==> src/hw/bcs_pkg.sv <==
// bcs_pkg: shared constants and carrier types of the charge sequencer
package bcs_pkg;
   // clock rate
   localparam int unsigned CLK_HZ        = 100_000_000;
   // safety timer lengths in seconds
   localparam int unsigned PRECHG_SEC    = 1800;   // 30 minutes
   localparam int unsigned FASTCHG_SEC   = 18000;  // 5 hours
   // one-second tick divider, cycles per second
   localparam int unsigned TICK_CYC      = CLK_HZ;
   // battery detect settling time in microseconds
   localparam int unsigned DETECT_US     = 100;
   localparam int unsigned DETECT_CYC    = DETECT_US * (CLK_HZ / 1_000_000);
   // slowed-timer weight: while current is reduced a tick counts 1/SLOW
   localparam logic [3:0]  SLOW_DIV      = 4'h2;
   // regulator select codes
   localparam logic        REG_SEL_2V2   = 1'b0;
   localparam logic        REG_SEL_3V0   = 1'b1;
   // switch type codes
   localparam logic        SW_SLIDER     = 1'b0;
   localparam logic        SW_BUTTON     = 1'b1;
   // pre-charge current as fraction of fast current, tenths
   localparam logic [3:0]  PRE_TENTHS    = 4'h1;
   localparam logic [3:0]  FULL_TENTHS   = 4'ha;

   // sequencer states
   typedef enum logic [3:0] {
      BCS_POWERUP  = 4'h0,
      BCS_IDLE     = 4'h1,
      BCS_DETECT   = 4'h2,
      BCS_PRECHG   = 4'h3,
      BCS_FASTCHG  = 4'h4,
      BCS_TAPER    = 4'h5,
      BCS_DONE     = 4'h6,
      BCS_RECHG    = 4'h7,
      BCS_DAMAGED  = 4'h8,
      BCS_FAULT    = 4'h9,
      BCS_SLEEP    = 4'ha
   } bcs_state_t;

   // analog comparator results
   typedef struct packed {
      logic bat_above_short;   // battery above short threshold
      logic bat_above_exit;    // above pre-charge exit threshold
      logic bat_at_reg;        // at regulation voltage
      logic bat_below_rch;     // below regulation minus recharge margin
      logic therm_above_lvl;   // thermistor sense above absent level
      logic below_term;        // taper current below termination
   } bcs_sense_t;

   // loops holding the current below set point
   typedef struct packed {
      logic thermal;           // junction thermal regulation
      logic power_limit;       // dynamic power limit loop
      logic low_input;         // low input voltage loop
   } bcs_limit_t;

   // commands to the analog charger stage
   typedef struct packed {
      logic       test_src_on; // battery test current source
      logic       charge_on;   // power stage enabled
      logic       cv_mode;     // constant voltage regulation
      logic [3:0] i_tenths;    // current target in tenths of fast current
      logic       i_scaled;    // extra scale-down from thermal loop
      logic       therm_mon_on;// thermistor monitoring enabled
   } bcs_drive_t;
endpackage : bcs_pkg

==> src/hw/bcs_sync.sv <==
// bcs_sync: two-flop synchroniser for a vector of asynchronous levels
`timescale 1ns/1ps
`default_nettype none
module bcs_sync #(
   parameter int unsigned W = 1
) (
   // clock and reset
   input  wire logic         clk_in,
   input  wire logic         rstn_in,
   // levels
   input  wire logic [W-1:0] async_in,
   output logic      [W-1:0] sync_out
);
   logic [W-1:0] meta;   // first stage, read only by second stage

   // two stages, reset to zero
   always_ff @(posedge clk_in or negedge rstn_in) begin
      if (!rstn_in) begin
         meta     <= '0;
         sync_out <= '0;
      end else begin
         meta     <= async_in;
         sync_out <= meta;
      end
   end
endmodule : bcs_sync
`default_nettype wire

==> src/hw/bcs_timer.sv <==
// bcs_timer: seconds safety timer with weighted ticks for slowed running
`timescale 1ns/1ps
`default_nettype none
module bcs_timer #(
   parameter int unsigned TICK = 100_000_000  // cycles per second
) (
   // clock and reset
   input  wire logic        clk_in,
   input  wire logic        rstn_in,
   // control
   input  wire logic        clear_in,   // restart from zero
   input  wire logic        run_in,     // count while high
   input  wire logic        slow_in,    // current reduced: run slower
   input  wire logic [15:0] limit_in,   // expiry in seconds
   // status
   output logic             expired_out
);
   typedef struct packed {
      logic [31:0] sub;     // cycle count inside one second
      logic [3:0]  frac;    // slowed tick accumulator
      logic [15:0] secs;    // elapsed seconds
      logic        done;    // sticky expiry
   } bcs_tmr_t;

   bcs_tmr_t st;
   bcs_tmr_t next_st;

   // next-state: a slowed second only counts every SLOW_DIV ticks
   always_comb begin
      next_st = st;
      if (clear_in) begin
         next_st = '0;
      end else if (run_in && !st.done) begin
         if (st.sub >= 32'(TICK - 1)) begin
            next_st.sub = '0;
            if (slow_in) begin
               // proportional stretch, trade precision for a tiny counter
               if (st.frac >= bcs_pkg::SLOW_DIV - 4'h1) begin
                  next_st.frac = '0;
                  next_st.secs = st.secs + 16'h1;
               end else begin
                  next_st.frac = st.frac + 4'h1;
               end
            end else begin
               next_st.secs = st.secs + 16'h1;
            end
         end else begin
            next_st.sub = st.sub + 32'h1;
         end
         if (next_st.secs >= limit_in) begin
            next_st.done = 1'b1;
         end
      end
   end

   // state register
   always_ff @(posedge clk_in or negedge rstn_in) begin
      if (!rstn_in) begin
         st <= '0;
      end else begin
         st <= next_st;
      end
   end

   assign expired_out = st.done;
endmodule : bcs_timer
`default_nettype wire

==> src/hw/bcs_charge_seq.sv <==
// bcs_charge_seq: charge sequencer top with status and regulator control
//
// Contract
// - test current, battery present above short level
// - stays below short level: damaged, no charge
// - thermistor absent when sense above level
// - thermistor monitor only while charging and present
// - phases: pre-charge, fast charge, taper
// - thermal limit reduces current in all phases
// - pre-charge at one tenth, lower when thermal
// - exit threshold crossed: full fast current
// - regulation voltage reached: constant voltage taper
// - below termination current: stop, status released
// - no termination while any limit loop active
// - termination threshold unscaled in thermal regulation
// - after done, below recharge level: check removal
// - battery present: recharge until regulation voltage
// - pre-charge 30 min, fast 5 h timers
// - fast-charge timers slow under current reduction
// - pre-charge timer expiry signals fault
// - status on pre/fast; off recharge, overvoltage, sleep
// - regulator select low 2.2 V, high 3.0 V
// - thermal shutdown in current limit: sleep, regulator off; ignored during power-up
// - power-up first, then follow switch type
// - switch type low slider, high push-button
`timescale 1ns/1ps
`default_nettype none
module bcs_charge_seq #(
   parameter int unsigned TICK_CYC   = bcs_pkg::TICK_CYC,   // cycles/second
   parameter int unsigned DETECT_CYC = bcs_pkg::DETECT_CYC, // detect wait
   parameter int unsigned PRE_SEC    = bcs_pkg::PRECHG_SEC, // pre-charge
   parameter int unsigned FAST_SEC   = bcs_pkg::FASTCHG_SEC // fast charge
) (
   // clock and reset
   input  wire logic              clk_in,
   input  wire logic              rstn_in,
   // analog comparators, asynchronous to clk_in
   input  wire bcs_pkg::bcs_sense_t sense_in,
   input  wire bcs_pkg::bcs_limit_t limit_in,
   input  wire logic              input_overvoltage_in,
   input  wire logic              input_present_in,
   input  wire logic              regulator_thermal_shutdown_in,
   input  wire logic              regulator_current_limit_in,
   // configuration pins, asynchronous
   input  wire logic              switch_type_select_in,
   input  wire logic              regulator_voltage_select_in,
   input  wire logic              power_on_request_in,
   input  wire logic              charge_restart_in,
   // analog stage commands
   output bcs_pkg::bcs_drive_t    drive_out,
   output logic                   regulator_enable_out,
   output logic                   regulator_3v0_out,
   output logic                   push_button_mode_out,
   // open-drain status pin: oe low while pulling
   output logic                   charge_status_n_out,
   output logic                   charge_status_n_oe_n_out,
   // status
   output bcs_pkg::bcs_state_t    state_out,
   output logic                   charge_fault_out,
   output logic                   battery_damaged_out,
   output logic                   thermistor_present_out
);
   // synchronised inputs
   bcs_pkg::bcs_sense_t sn;
   bcs_pkg::bcs_limit_t lm;
   logic                input_overvoltage;        // input overvoltage
   logic                vin_ok;     // input power present
   logic                reg_tsd;    // regulator thermal shutdown
   logic                reg_ilim;   // regulator in current limit
   logic                switch_type_select;     // switch type level
   logic                vsel;       // regulator voltage select level
   logic                pwr_req;    // power-on request
   logic                restart;    // restart after fault

   // all pins pass two flops before use
   bcs_sync #(.W(6)) u_sync_sense (
      .clk_in   (clk_in),
      .rstn_in  (rstn_in),
      .async_in (sense_in),
      .sync_out (sn)
   );
   bcs_sync #(.W(3)) u_sync_limit (
      .clk_in   (clk_in),
      .rstn_in  (rstn_in),
      .async_in (limit_in),
      .sync_out (lm)
   );
   bcs_sync #(.W(8)) u_sync_misc (
      .clk_in   (clk_in),
      .rstn_in  (rstn_in),
      .async_in ({input_overvoltage_in, input_present_in,
                  regulator_thermal_shutdown_in, regulator_current_limit_in,
                  switch_type_select_in, regulator_voltage_select_in,
                  power_on_request_in, charge_restart_in}),
      .sync_out ({input_overvoltage, vin_ok, reg_tsd, reg_ilim, switch_type_select, vsel,
                  pwr_req, restart})
   );

   // whole sequencer state
   typedef struct packed {
      bcs_pkg::bcs_state_t st;       // sequencer state
      logic [31:0]         cnt;      // detect settle counter
      logic                therm_ok; // thermistor found at detect
      logic                fault;    // sticky charge fault
      logic                damaged;  // battery failed detection
      logic                recheck;  // detect run is a removal check
      logic                sw_mode;  // latched switch type
      logic                v3;       // regulator select latched
      logic                reg_on;   // regulator enable
   } bcs_seq_t;

   bcs_seq_t s;
   bcs_seq_t next_s;

   // derived conditions
   logic any_limit;     // current held below set point
   logic charging;      // power stage should be on
   logic pre_exp;       // pre-charge timer expired
   logic fast_exp;      // fast-charge timer expired
   logic in_pre;
   logic in_fast;

   assign any_limit = lm.thermal | lm.power_limit | lm.low_input;
   assign in_pre    = (s.st == bcs_pkg::BCS_PRECHG);
   assign in_fast   = (s.st == bcs_pkg::BCS_FASTCHG) ||
                      (s.st == bcs_pkg::BCS_TAPER);
   assign charging  = in_pre || in_fast || (s.st == bcs_pkg::BCS_RECHG);

   // pre-charge timer, runs only in pre-charge
   bcs_timer #(.TICK(TICK_CYC)) u_pre_tmr (
      .clk_in      (clk_in),
      .rstn_in     (rstn_in),
      .clear_in    (!in_pre),
      .run_in      (in_pre),
      .slow_in     (1'b0),
      .limit_in    (16'(PRE_SEC)),
      .expired_out (pre_exp)
   );
   // fast-charge timer, slowed while any loop cuts the current
   bcs_timer #(.TICK(TICK_CYC)) u_fast_tmr (
      .clk_in      (clk_in),
      .rstn_in     (rstn_in),
      .clear_in    (!in_fast),
      .run_in      (in_fast),
      .slow_in     (any_limit),
      .limit_in    (16'(FAST_SEC)),
      .expired_out (fast_exp)
   );

   // next-state logic of the sequencer
   always_comb begin
      next_s = s;
      // regulator thermal shutdown in current limit forces sleep from any state but power-up
      if (reg_tsd && reg_ilim && s.st != bcs_pkg::BCS_POWERUP) begin
         next_s.st     = bcs_pkg::BCS_SLEEP;
         next_s.reg_on = 1'b0;
      end else if (input_overvoltage && (charging || s.st == bcs_pkg::BCS_DETECT)) begin
         // overvoltage drops charging, detect again once cleared
         next_s.st = bcs_pkg::BCS_IDLE;
      end else begin
         unique case (s.st)
            bcs_pkg::BCS_POWERUP: begin
               // power-up: latch straps after the pin syncs fill
               next_s.v3      = vsel;
               next_s.sw_mode = switch_type_select;
               next_s.reg_on  = 1'b1;
               next_s.fault   = 1'b0;
               next_s.cnt     = s.cnt + 32'h1;
               if (s.cnt >= 32'h2) begin
                  next_s.st = bcs_pkg::BCS_IDLE;
               end
            end
            bcs_pkg::BCS_IDLE: begin
               // wait for input power, then check battery
               next_s.cnt     = '0;
               next_s.recheck = 1'b0;
               if (vin_ok && !input_overvoltage) begin
                  next_s.st = bcs_pkg::BCS_DETECT;
               end
            end
            bcs_pkg::BCS_DETECT: begin
               // test current on, let terminal settle then judge
               next_s.cnt = s.cnt + 32'h1;
               if (s.cnt >= 32'(DETECT_CYC - 1)) begin
                  next_s.cnt      = '0;
                  next_s.therm_ok = !sn.therm_above_lvl;
                  if (sn.bat_above_short) begin
                     next_s.damaged = 1'b0;
                     if (s.recheck) begin
                        next_s.st = bcs_pkg::BCS_RECHG;
                     end else if (sn.bat_above_exit) begin
                        next_s.st = bcs_pkg::BCS_FASTCHG;
                     end else begin
                        next_s.st = bcs_pkg::BCS_PRECHG;
                     end
                  end else begin
                     next_s.damaged = 1'b1;
                     next_s.st      = bcs_pkg::BCS_DAMAGED;
                  end
               end
            end
            bcs_pkg::BCS_PRECHG: begin
               // exit threshold wins over a timer ending the same cycle
               if (sn.bat_above_exit) begin
                  next_s.st = bcs_pkg::BCS_FASTCHG;
               end else if (pre_exp) begin
                  next_s.fault = 1'b1;
                  next_s.st    = bcs_pkg::BCS_FAULT;
               end
            end
            bcs_pkg::BCS_FASTCHG: begin
               if (fast_exp) begin
                  next_s.fault = 1'b1;
                  next_s.st    = bcs_pkg::BCS_FAULT;
               end else if (sn.bat_at_reg) begin
                  next_s.st = bcs_pkg::BCS_TAPER;
               end
            end
            bcs_pkg::BCS_TAPER: begin
               // termination blocked while any loop holds current down
               if (sn.below_term && !any_limit) begin
                  next_s.st = bcs_pkg::BCS_DONE;
               end else if (fast_exp) begin
                  next_s.fault = 1'b1;
                  next_s.st    = bcs_pkg::BCS_FAULT;
               end
            end
            bcs_pkg::BCS_DONE: begin
               // monitor battery; drop below margin starts removal check
               if (sn.bat_below_rch) begin
                  next_s.recheck = 1'b1;
                  next_s.cnt     = '0;
                  next_s.st      = bcs_pkg::BCS_DETECT;
               end
            end
            bcs_pkg::BCS_RECHG: begin
               if (sn.bat_at_reg) begin
                  next_s.recheck = 1'b0;
                  next_s.st      = bcs_pkg::BCS_DONE;
               end
            end
            bcs_pkg::BCS_DAMAGED: begin
               // never charge a shorted pack; leave on input loss or forced sleep
               if (!vin_ok) begin
                  next_s.st = bcs_pkg::BCS_IDLE;
               end
            end
            bcs_pkg::BCS_FAULT: begin
               // fault holds until restart, input removal or forced sleep
               if (restart || !vin_ok) begin
                  next_s.fault = 1'b0;
                  next_s.st    = bcs_pkg::BCS_IDLE;
               end
            end
            bcs_pkg::BCS_SLEEP: begin
               // regulator off; only a power request restarts power-up
               if (pwr_req) begin
                  next_s.st = bcs_pkg::BCS_POWERUP;
               end
            end
            default: begin
               // illegal code recovers through power-up
               next_s.st = bcs_pkg::BCS_POWERUP;
            end
         endcase
      end
   end

   // state register
   always_ff @(posedge clk_in or negedge rstn_in) begin
      if (!rstn_in) begin
         s    <= '0;
         s.st <= bcs_pkg::BCS_POWERUP;
      end else begin
         s <= next_s;
      end
   end

   // analog stage commands, registered
   bcs_pkg::bcs_drive_t next_drv;
   bcs_pkg::bcs_drive_t drv;

   // drive decode from next state so commands align with state
   always_comb begin
      next_drv = '0;
      next_drv.test_src_on  = (next_s.st == bcs_pkg::BCS_DETECT);
      next_drv.therm_mon_on = (next_s.st == bcs_pkg::BCS_PRECHG ||
                               next_s.st == bcs_pkg::BCS_FASTCHG ||
                               next_s.st == bcs_pkg::BCS_TAPER ||
                               next_s.st == bcs_pkg::BCS_RECHG) &&
                              next_s.therm_ok;
      // thermal loop scales current in every phase
      next_drv.i_scaled = lm.thermal;
      unique case (next_s.st)
         bcs_pkg::BCS_PRECHG: begin
            next_drv.charge_on = 1'b1;
            next_drv.i_tenths  = bcs_pkg::PRE_TENTHS;
         end
         bcs_pkg::BCS_FASTCHG, bcs_pkg::BCS_RECHG: begin
            next_drv.charge_on = 1'b1;
            next_drv.i_tenths  = bcs_pkg::FULL_TENTHS;
         end
         bcs_pkg::BCS_TAPER: begin
            // termination comparator stays on its fixed level
            next_drv.charge_on = 1'b1;
            next_drv.cv_mode   = 1'b1;
            next_drv.i_tenths  = bcs_pkg::FULL_TENTHS;
         end
         default: begin
            next_drv.charge_on = 1'b0;
         end
      endcase
   end

   // command register
   always_ff @(posedge clk_in or negedge rstn_in) begin
      if (!rstn_in) begin
         drv <= '0;
      end else begin
         drv <= next_drv;
      end
   end

   // status switch: conducts in pre-charge, fast charge and taper only
   logic stat_on;
   always_ff @(posedge clk_in or negedge rstn_in) begin
      if (!rstn_in) begin
         stat_on <= 1'b0;
      end else begin
         stat_on <= (next_s.st == bcs_pkg::BCS_PRECHG ||
                     next_s.st == bcs_pkg::BCS_FASTCHG ||
                     next_s.st == bcs_pkg::BCS_TAPER) && !input_overvoltage;
      end
   end

   // outputs
   assign drive_out                = drv;
   assign regulator_enable_out     = s.reg_on;
   assign regulator_3v0_out        = (s.v3 == bcs_pkg::REG_SEL_3V0);
   assign push_button_mode_out     = (s.sw_mode == bcs_pkg::SW_BUTTON);
   assign charge_status_n_out      = 1'b0;       // only ever pulls low
   assign charge_status_n_oe_n_out = !stat_on;
   assign state_out                = s.st;
   assign charge_fault_out         = s.fault;
   assign battery_damaged_out      = s.damaged;
   assign thermistor_present_out   = s.therm_ok;
endmodule : bcs_charge_seq
`default_nettype wire

==> config.mk <==
export PLATFORM = sky130hd
export DESIGN_NAME = bcs_charge_seq
export DESIGN_NICKNAME = d
export VERILOG_FILES = /design/src/hw/bcs_pkg.sv /design/src/hw/bcs_sync.sv /design/src/hw/bcs_timer.sv /design/src/hw/bcs_charge_seq.sv
export SDC_FILE = /design/constraint.sdc
export NUM_CORES = 1
export LEC_CHECK = 0
export BUFFER_PORTS_ARGS = -buffer_cell sky130_fd_sc_hd__buf_2
export CAP_MARGIN = 20
export CORE_MARGIN = 5
export CORE_UTILIZATION = 57
export CTS_CLUSTER_SIZE = 28
export DETAILED_ROUTE_END_ITERATION = 6
export GPL_TIMING_DRIVEN = 1
export PLACE_DENSITY_LB_ADDON = 0.3
export SETUP_SLACK_MARGIN = 0.4
export SYNTH_ARGS = -nofsm -noshare
export SYNTH_HDL_FRONTEND = slang
export SYNTH_SLANG_ARGS = --single-unit
==> constraint.sdc <==
create_clock -name clk_in -period 3.5 [get_ports clk_in]
set_input_delay 0.175 -clock clk_in [delete_from_list [all_inputs] [get_ports clk_in]]
set_output_delay 0.175 -clock clk_in [all_outputs]
set_load 0.02 [all_outputs]
# After elaboration in Yosys (flattened, before gate mapping)
# Cells that the tools add are included.
[totals]
reg_bits = 189
inputBits = 19
output_inout_bits = 21
word_cells = 174
[op_classes]
addsub = 6
magnitude_cmp = 7
eq_ne = 28
n_mux = 59
bitwise_logic = 4
n_reduce_logical = 41
[ops]
columns = ["cell", "n"]
rows = [
  ["53-bit 2-to-1 mux", 4],
  ["32-bit one-hot mux with 4 select lines", 1],
  ["20-bit 2-to-1 mux", 5],
  ["32-bit by 1-bit adder with 32-bit output, second input constant", 3],
  ["4-bit 2-to-1 mux", 17],
  ["32-bit by 27-bit greater-or-equal comparator with 1-bit output, second input constant", 2],
  ["32-bit 2-to-1 mux", 2],
  ["16-bit 2-to-1 mux", 3],
  ["4-bit one-hot mux with 11 select lines", 1],
  ["37-bit 2-to-1 mux", 1],
  ["36-bit 2-to-1 mux", 1],
  ["16-bit by 1-bit adder with 16-bit output, second input constant", 2],
  ["32-bit by 14-bit greater-or-equal comparator with 1-bit output, second input constant", 1],
  ["32-bit by 2-bit greater-or-equal comparator with 1-bit output, second input constant", 1],
  ["4-bit by 3-bit == test with 1-bit output, second input constant", 7],
  ["4-bit by 2-bit == test with 1-bit output, second input constant", 4],
  ["16-bit by 11-bit greater-or-equal comparator with 1-bit output, second input constant", 1],
  ["16-bit by 15-bit greater-or-equal comparator with 1-bit output, second input constant", 1],
  ["1-bit 2-to-1 mux", 16],
  ["2-bit by 1-bit != test with 1-bit output, second input constant", 8],
  ["4-bit == test, second input constant", 3],
  ["2-bit != test, second input constant", 5],
  ["1-bit logical AND", 9],
  ["3-bit 2-to-1 mux", 3],
  ["other kinds (24)", 44],
]

# Longest topological paths before layout
[logic_depth]
ltp_word = 13
depth_mapped = 12
depth_no_buf = 10

# Modules after synthesis
# From an unflattened synthesis, not the netlist that was laid out.
[unflattened]
cells_unflattened = 1188
area_unflattened_um2 = 10850.4
[by_module_without_submodules]
columns = ["module", "n_inst", "cells_per_inst", "area_per_inst_um2", "seq_area_each_um2"]
rows = [
  ["bcs_timer at u_pre_tmr", 1, 393, 3417.0, 1326.3],
  ["bcs_timer at u_fast_tmr", 1, 384, 3365.7, 1326.3],
  ["bcs_charge_seq", 1, 377, 3216.8, 1276.2],
  ["bcs_sync at u_sync_misc", 1, 16, 400.4, 400.4],
  ["bcs_sync at u_sync_sense", 1, 12, 300.3, 300.3],
  ["bcs_sync at u_sync_limit", 1, 6, 150.1, 150.1],
]

# Worst setup path before layout
# OpenSTA, ideal clock, no wires.
[synth_path]
path_kind = "register to register"
start = "reg u_pre_tmr.st[21] (netlist name)"
end = "reg u_pre_tmr.st, in the netlist u_pre_tmr.expired_out"
setup_time_ns = 0.140
arrival_time_ns = 2.345
required_ns = 3.360
setup_slack_ns = 1.015
path_stages_with_launch = 12
path_buffers = 2
synth_period_minus_slack_ns = 2.485
cell_sequence = "dfrtp_1 > ha_1 > and3_1 > nand4_1 > a311oi_1 > or3_1 > buf_6 > and2_1 > buf_2 > a2111o_1 > a32oi_1 > o32ai_1"
[synth_via]
elab_chain_cells = 7
[synth_rtl]
columns = ["element", "line", "text"]
rows = [
  ["from (decl)", "bcs_timer.sv:25", "bcs_tmr_t st;"],
  ["from (signal assigned)", "bcs_timer.sv:61", "st <= next_st;"],
  ["32-bit by 27-bit greater-or-equal comparator with 1-bit output", "bcs_timer.sv:34", "if (st.sub >= 32'(TICK - 1)) begin"],
  ["16-bit 2-to-1 mux", "bcs_timer.sv:34", ""],
  ["20-bit 2-to-1 mux", "bcs_timer.sv:33", "end else if (run_in && !st.done) begin"],
  ["20-bit 2-to-1 mux", "bcs_timer.sv:31", "if (clear_in) begin"],
  ["16-bit by 11-bit greater-or-equal comparator with 1-bit output", "bcs_timer.sv:50", "if (next_st.secs >= limit_in) begin"],
  ["2-bit by 1-bit != test with 1-bit output (no line)", "--", ""],
  ["2-bit AND reduction (no line)", "--", ""],
]
# Every way passes these cells. The select of a mux whose other input is x is not followed.
# A chain may end at the register's enable or synchronous reset.

# Worst setup path in the final report
[layout_path]
start = "reg s, in the netlist state_out[1]"
end = "reg s[37] (netlist name)"
[layout_via]
elab_chain_cells = 8
elab_cells_between_ends = 21
classes_between = "eq/ne (8); mux (1); bitwise (2); reduce/logical (10)"
[layout_rtl]
columns = ["element", "line", "text"]
rows = [
  ["from (decl)", "bcs_charge_seq.sv:112", "bcs_seq_t s;"],
  ["from (signal assigned)", "bcs_charge_seq.sv:275", "s <= next_s;"],
  ["4-bit by 3-bit == test with 1-bit output (on tied branches)", "bcs_charge_seq.sv:125, bcs_charge_seq.sv:126", ""],
  ["1-bit logical OR", "bcs_charge_seq.sv:125", "assign in_fast = (s.st == bcs_pkg::BCS_FASTCHG) ||"],
  ["1-bit logical OR (2 in a row)", "bcs_charge_seq.sv:127", "assign charging = in_pre || in_fast || (s.st == bcs_pkg::BCS_RECHG);"],
  ["1-bit logical OR", "bcs_charge_seq.sv:157", "end else if (input_overvoltage && (charging || s.st == bcs_pkg::BCS_DETECT)) begin"],
  ["1-bit logical AND", "bcs_charge_seq.sv:157", ""],
  ["1-bit NOT (no line)", "--", ""],
  ["4-bit AND reduction (no line)", "--", ""],
]
# Parallel ways exist; a longest one is shown, timed or not.

==> results.cfg <==
[detailed_routing]
antenna_left = 0
dr.pass1.iters = 5
via_count = 7556
wl_per_cell_um = 15.7
routed_wl_um = 20100
drc = 0
first_iter_violations = 628
viasPerCell = 5.88

[synthesis]
netlist_area_um2 = 9510
synth_warnings = 0
synth_top_area_cell = dfrtp_1
ys_seq_elements = 187
yosysSeqAreaShare = 0.492
synth_edf_count = 0
synth_commonest_cells = 187 x dfrtp_1, 131 x nor2_1, 110 x nand2_1
ys_types = 86
synth_top_area_frac = 0.492
async_flop_share = 1.00
synth.avg_cell_area_um2 = 9.38
netlist_instances = 1014
synth_area_leaders = dfrtp_1 49%, nor2_1 5.2%, xor2_1 4.5%, nand2_1 4.3%, o21ai_0 3.9%
yosysMostFrequentCell = dfrtp_1
synth_ff_type = dfrtp_1

[sta]
finalSetupTns_ps = 0
finClkSkew_ps = 9.18
max_freq_mhz = 349
tightestPinTransition_ps = 994
fin_ws_ps = 635
period_share = 0.819
rsz0062_at_grt = false
hold_violations = 0
finalCriticalPeriod_ps = 2860
slew_violations = 0
setup_viol = 0
relSlewSlack = 0.337

[cells_and_area]
drive_above_1_share = 0.100
design_area_um2 = 10700
nFillCells = 1306
fin_nets = 1080
syn_to_final_growth_pct = 12.1
antenna_cells = 0

[power_and_ir_drop]
p_sw_frac = 0.331
p_per_area_nw_per_um2 = 533
p_leak_nw = 4.56
p_int_w = 0.00380
power.share.sequential = 0.430
p_sw_w = 0.00188
combPwrFrac = 0.216
pwr-share-clk = 0.353
vdd_drop_max_uv = 361

[placed_design]
gp_congestion = 0.908
dp_hpwl_um = 13400
io_buffers = 37
placed_cell_area_um2 = 9840
dpl_worst_slack_ps = 638

[setup_path]
required_ps = 3820
critPathKind = reg2reg
rr_worst_depth = 8
crit_path_max_fanout = 22
rr_endpoint = s[37]
reg2reg_from = state_out[1]
regToRegSetupSlack_ps = 640
arrival_ps = 3180
endpoint_kind = register
cp-start-kind = register

[global_route]
grt_pass1_wl_um = 35200
grt_antenna_before_repair = 0
grt_overflow = 0
grtUsageTotal = 0.214
grt_pass1_vias = 7115
grt_start_max_net_pins = 127

[hold_path]
hold_depth = 0
min_path_type = reg2reg
hp-start = u_sync_misc.meta[1]
min_to = u_sync_misc.sync_out[1]

[clocking]
clock_sink_count = 187
clockRootBuffer = clkbuf_16
insertion_delay_ps = 430
cts_max_level = 4
numCtsBuffers = 17
cts_tree = yes
cts_buffer_depth = 2
clkTransAtPathRegs_ps = 70

[job]
maxCapViolCount = 0

[floorplan]
pin_count = 40
die_area_um2 = 19400
start_util = 0.577
die_h_um = 139
row_count = 47
coreArea_um2 = 16500
die_x_um = 139

[outcome]
status = completed
[how the worst max path moves through the flow]
| stage | from | slack [ps] | cells past startpoint | to |
|---|---|---|---|---|
| floorplan | u_pre_tmr.st[21] | 1020 | 11 | u_pre_tmr.expired_out |
| global placement | state_out[0] | 670 | 8 | s[29] |
| detailed placement | state_out[0] | 640 | 8 | s[37] |
| CTS | state_out[0] | 620 | 8 | s[37] |
| global route | state_out[1] | 460 | 8 | s[37] |
| finish | state_out[1] | 640 | 8 | s[37] |
[per-layer routing]
metal  track usage  part of all wire
met2         0.320              0.46
met3        0.0341             0.054
met5             0                 0
met4        0.0783             0.016
met1         0.318              0.47
[layout by cell type (no fill, tap or decap), types with 5 or more instances in the layout]
cell type and count:
a21o_1 5, a21oi_1 38, a31oi_1 13, and2_1 16, and3_1 26, and4_1 9, buf_2 36, buf_4 13
clkbuf_16 17, dfrtp_1 187, dlygate4sd3_1 18, ha_1 9, inv_1 15, mux2i_1 6, nand2_1 110, nand2b_1 14
nand3_1 52, nand4_1 33, nor2_1 131, nor2b_1 6, nor3_1 18, nor3b_1 7, nor4_1 16, o21ai_0 74
o21ai_1 5, o31ai_1 11, o41ai_1 5, or3_1 10, xnor2_1 22, xor2_1 49
[registers in the layout, indices dropped and copies added (netlist names), 4 cells and up]
name / flops
u_sync_misc.sync_out: 8
u_sync_sense.sync_out: 6
s: 33
u_sync_misc.meta: 8
u_pre_tmr.st: 48
u_fast_tmr.st: 52
drive_out: 7
u_sync_sense.meta: 6
state_out: 4
[cell type report]
cell class | instances | area (µm²) | share of cell area
Sequential cell | 187 | 4680 | 0.439
Multi-Input combinational cell | 763 | 4550 | 0.427
Timing Repair Buffer | 68 | 472 | 0.0442
Clock buffer | 17 | 425 | 0.0399
Tap cell | 220 | 275 | 0.0258
Clock inverter | 15 | 205 | 0.0192
Inverter | 15 | 56.3 | 0.00528
[what timing repair did]
| action | CTS | global route |
|---|---|---|
| endpoints found under the setup margin | 0 | 3 |
| hold endpoints to repair | 140 | 0 |
| setup buffers | 0 | 1 |
| hold buffers | 18 | 0 |
| resized for setup | 0 | 1 |
[kinds of logic after synthesis]
group,after synthesis,synth area share
AO/OA/AOI/OAI,185,0.121
XOR/XNOR,71,0.0654
adder cells (fa/ha/maj),10,0.0129
buffers and inverters,65,0.0311
flip-flops,187,0.492
multiplexers,7,0.00750
other,1,0.000394
AND/OR/NAND/NOR,488,0.270
[stage by stage]
step	utilization	total power, W	hold WS [ps]	std cells
final	0.647	0.00569	350	1285
after floorplan	-	0.00335	-121	1015
after detailed placement	0.597	0.00368	284	1234
after CTS	0.647	0.00571	352	1284
after global routing	0.647	0.00599	359	1285
after global placement	0.597	0.00366	283	1234
[power groups by stage]
stage          registers [W]  clock network [W]  logic [W]
2_1_floorplan        0.00244                  0   0.000910
3_3_place_gp         0.00248                  0    0.00118
3_5_place_dp         0.00249                  0    0.00119
4_1_cts              0.00244            0.00204    0.00122
5_1_grt              0.00247            0.00215    0.00137
6_report             0.00245            0.00201    0.00123
[worst max-delay path: stages, from the launching register on]
cell and delay (ps):
dfrtp_1 800, nor2_1 250, o32ai_2 630, nor4_4 140, and4_1 290, and2b_2 260
nand3_1 120, xor2_1 200, nor2_1 60
Power figures use the tool's default switching activity.
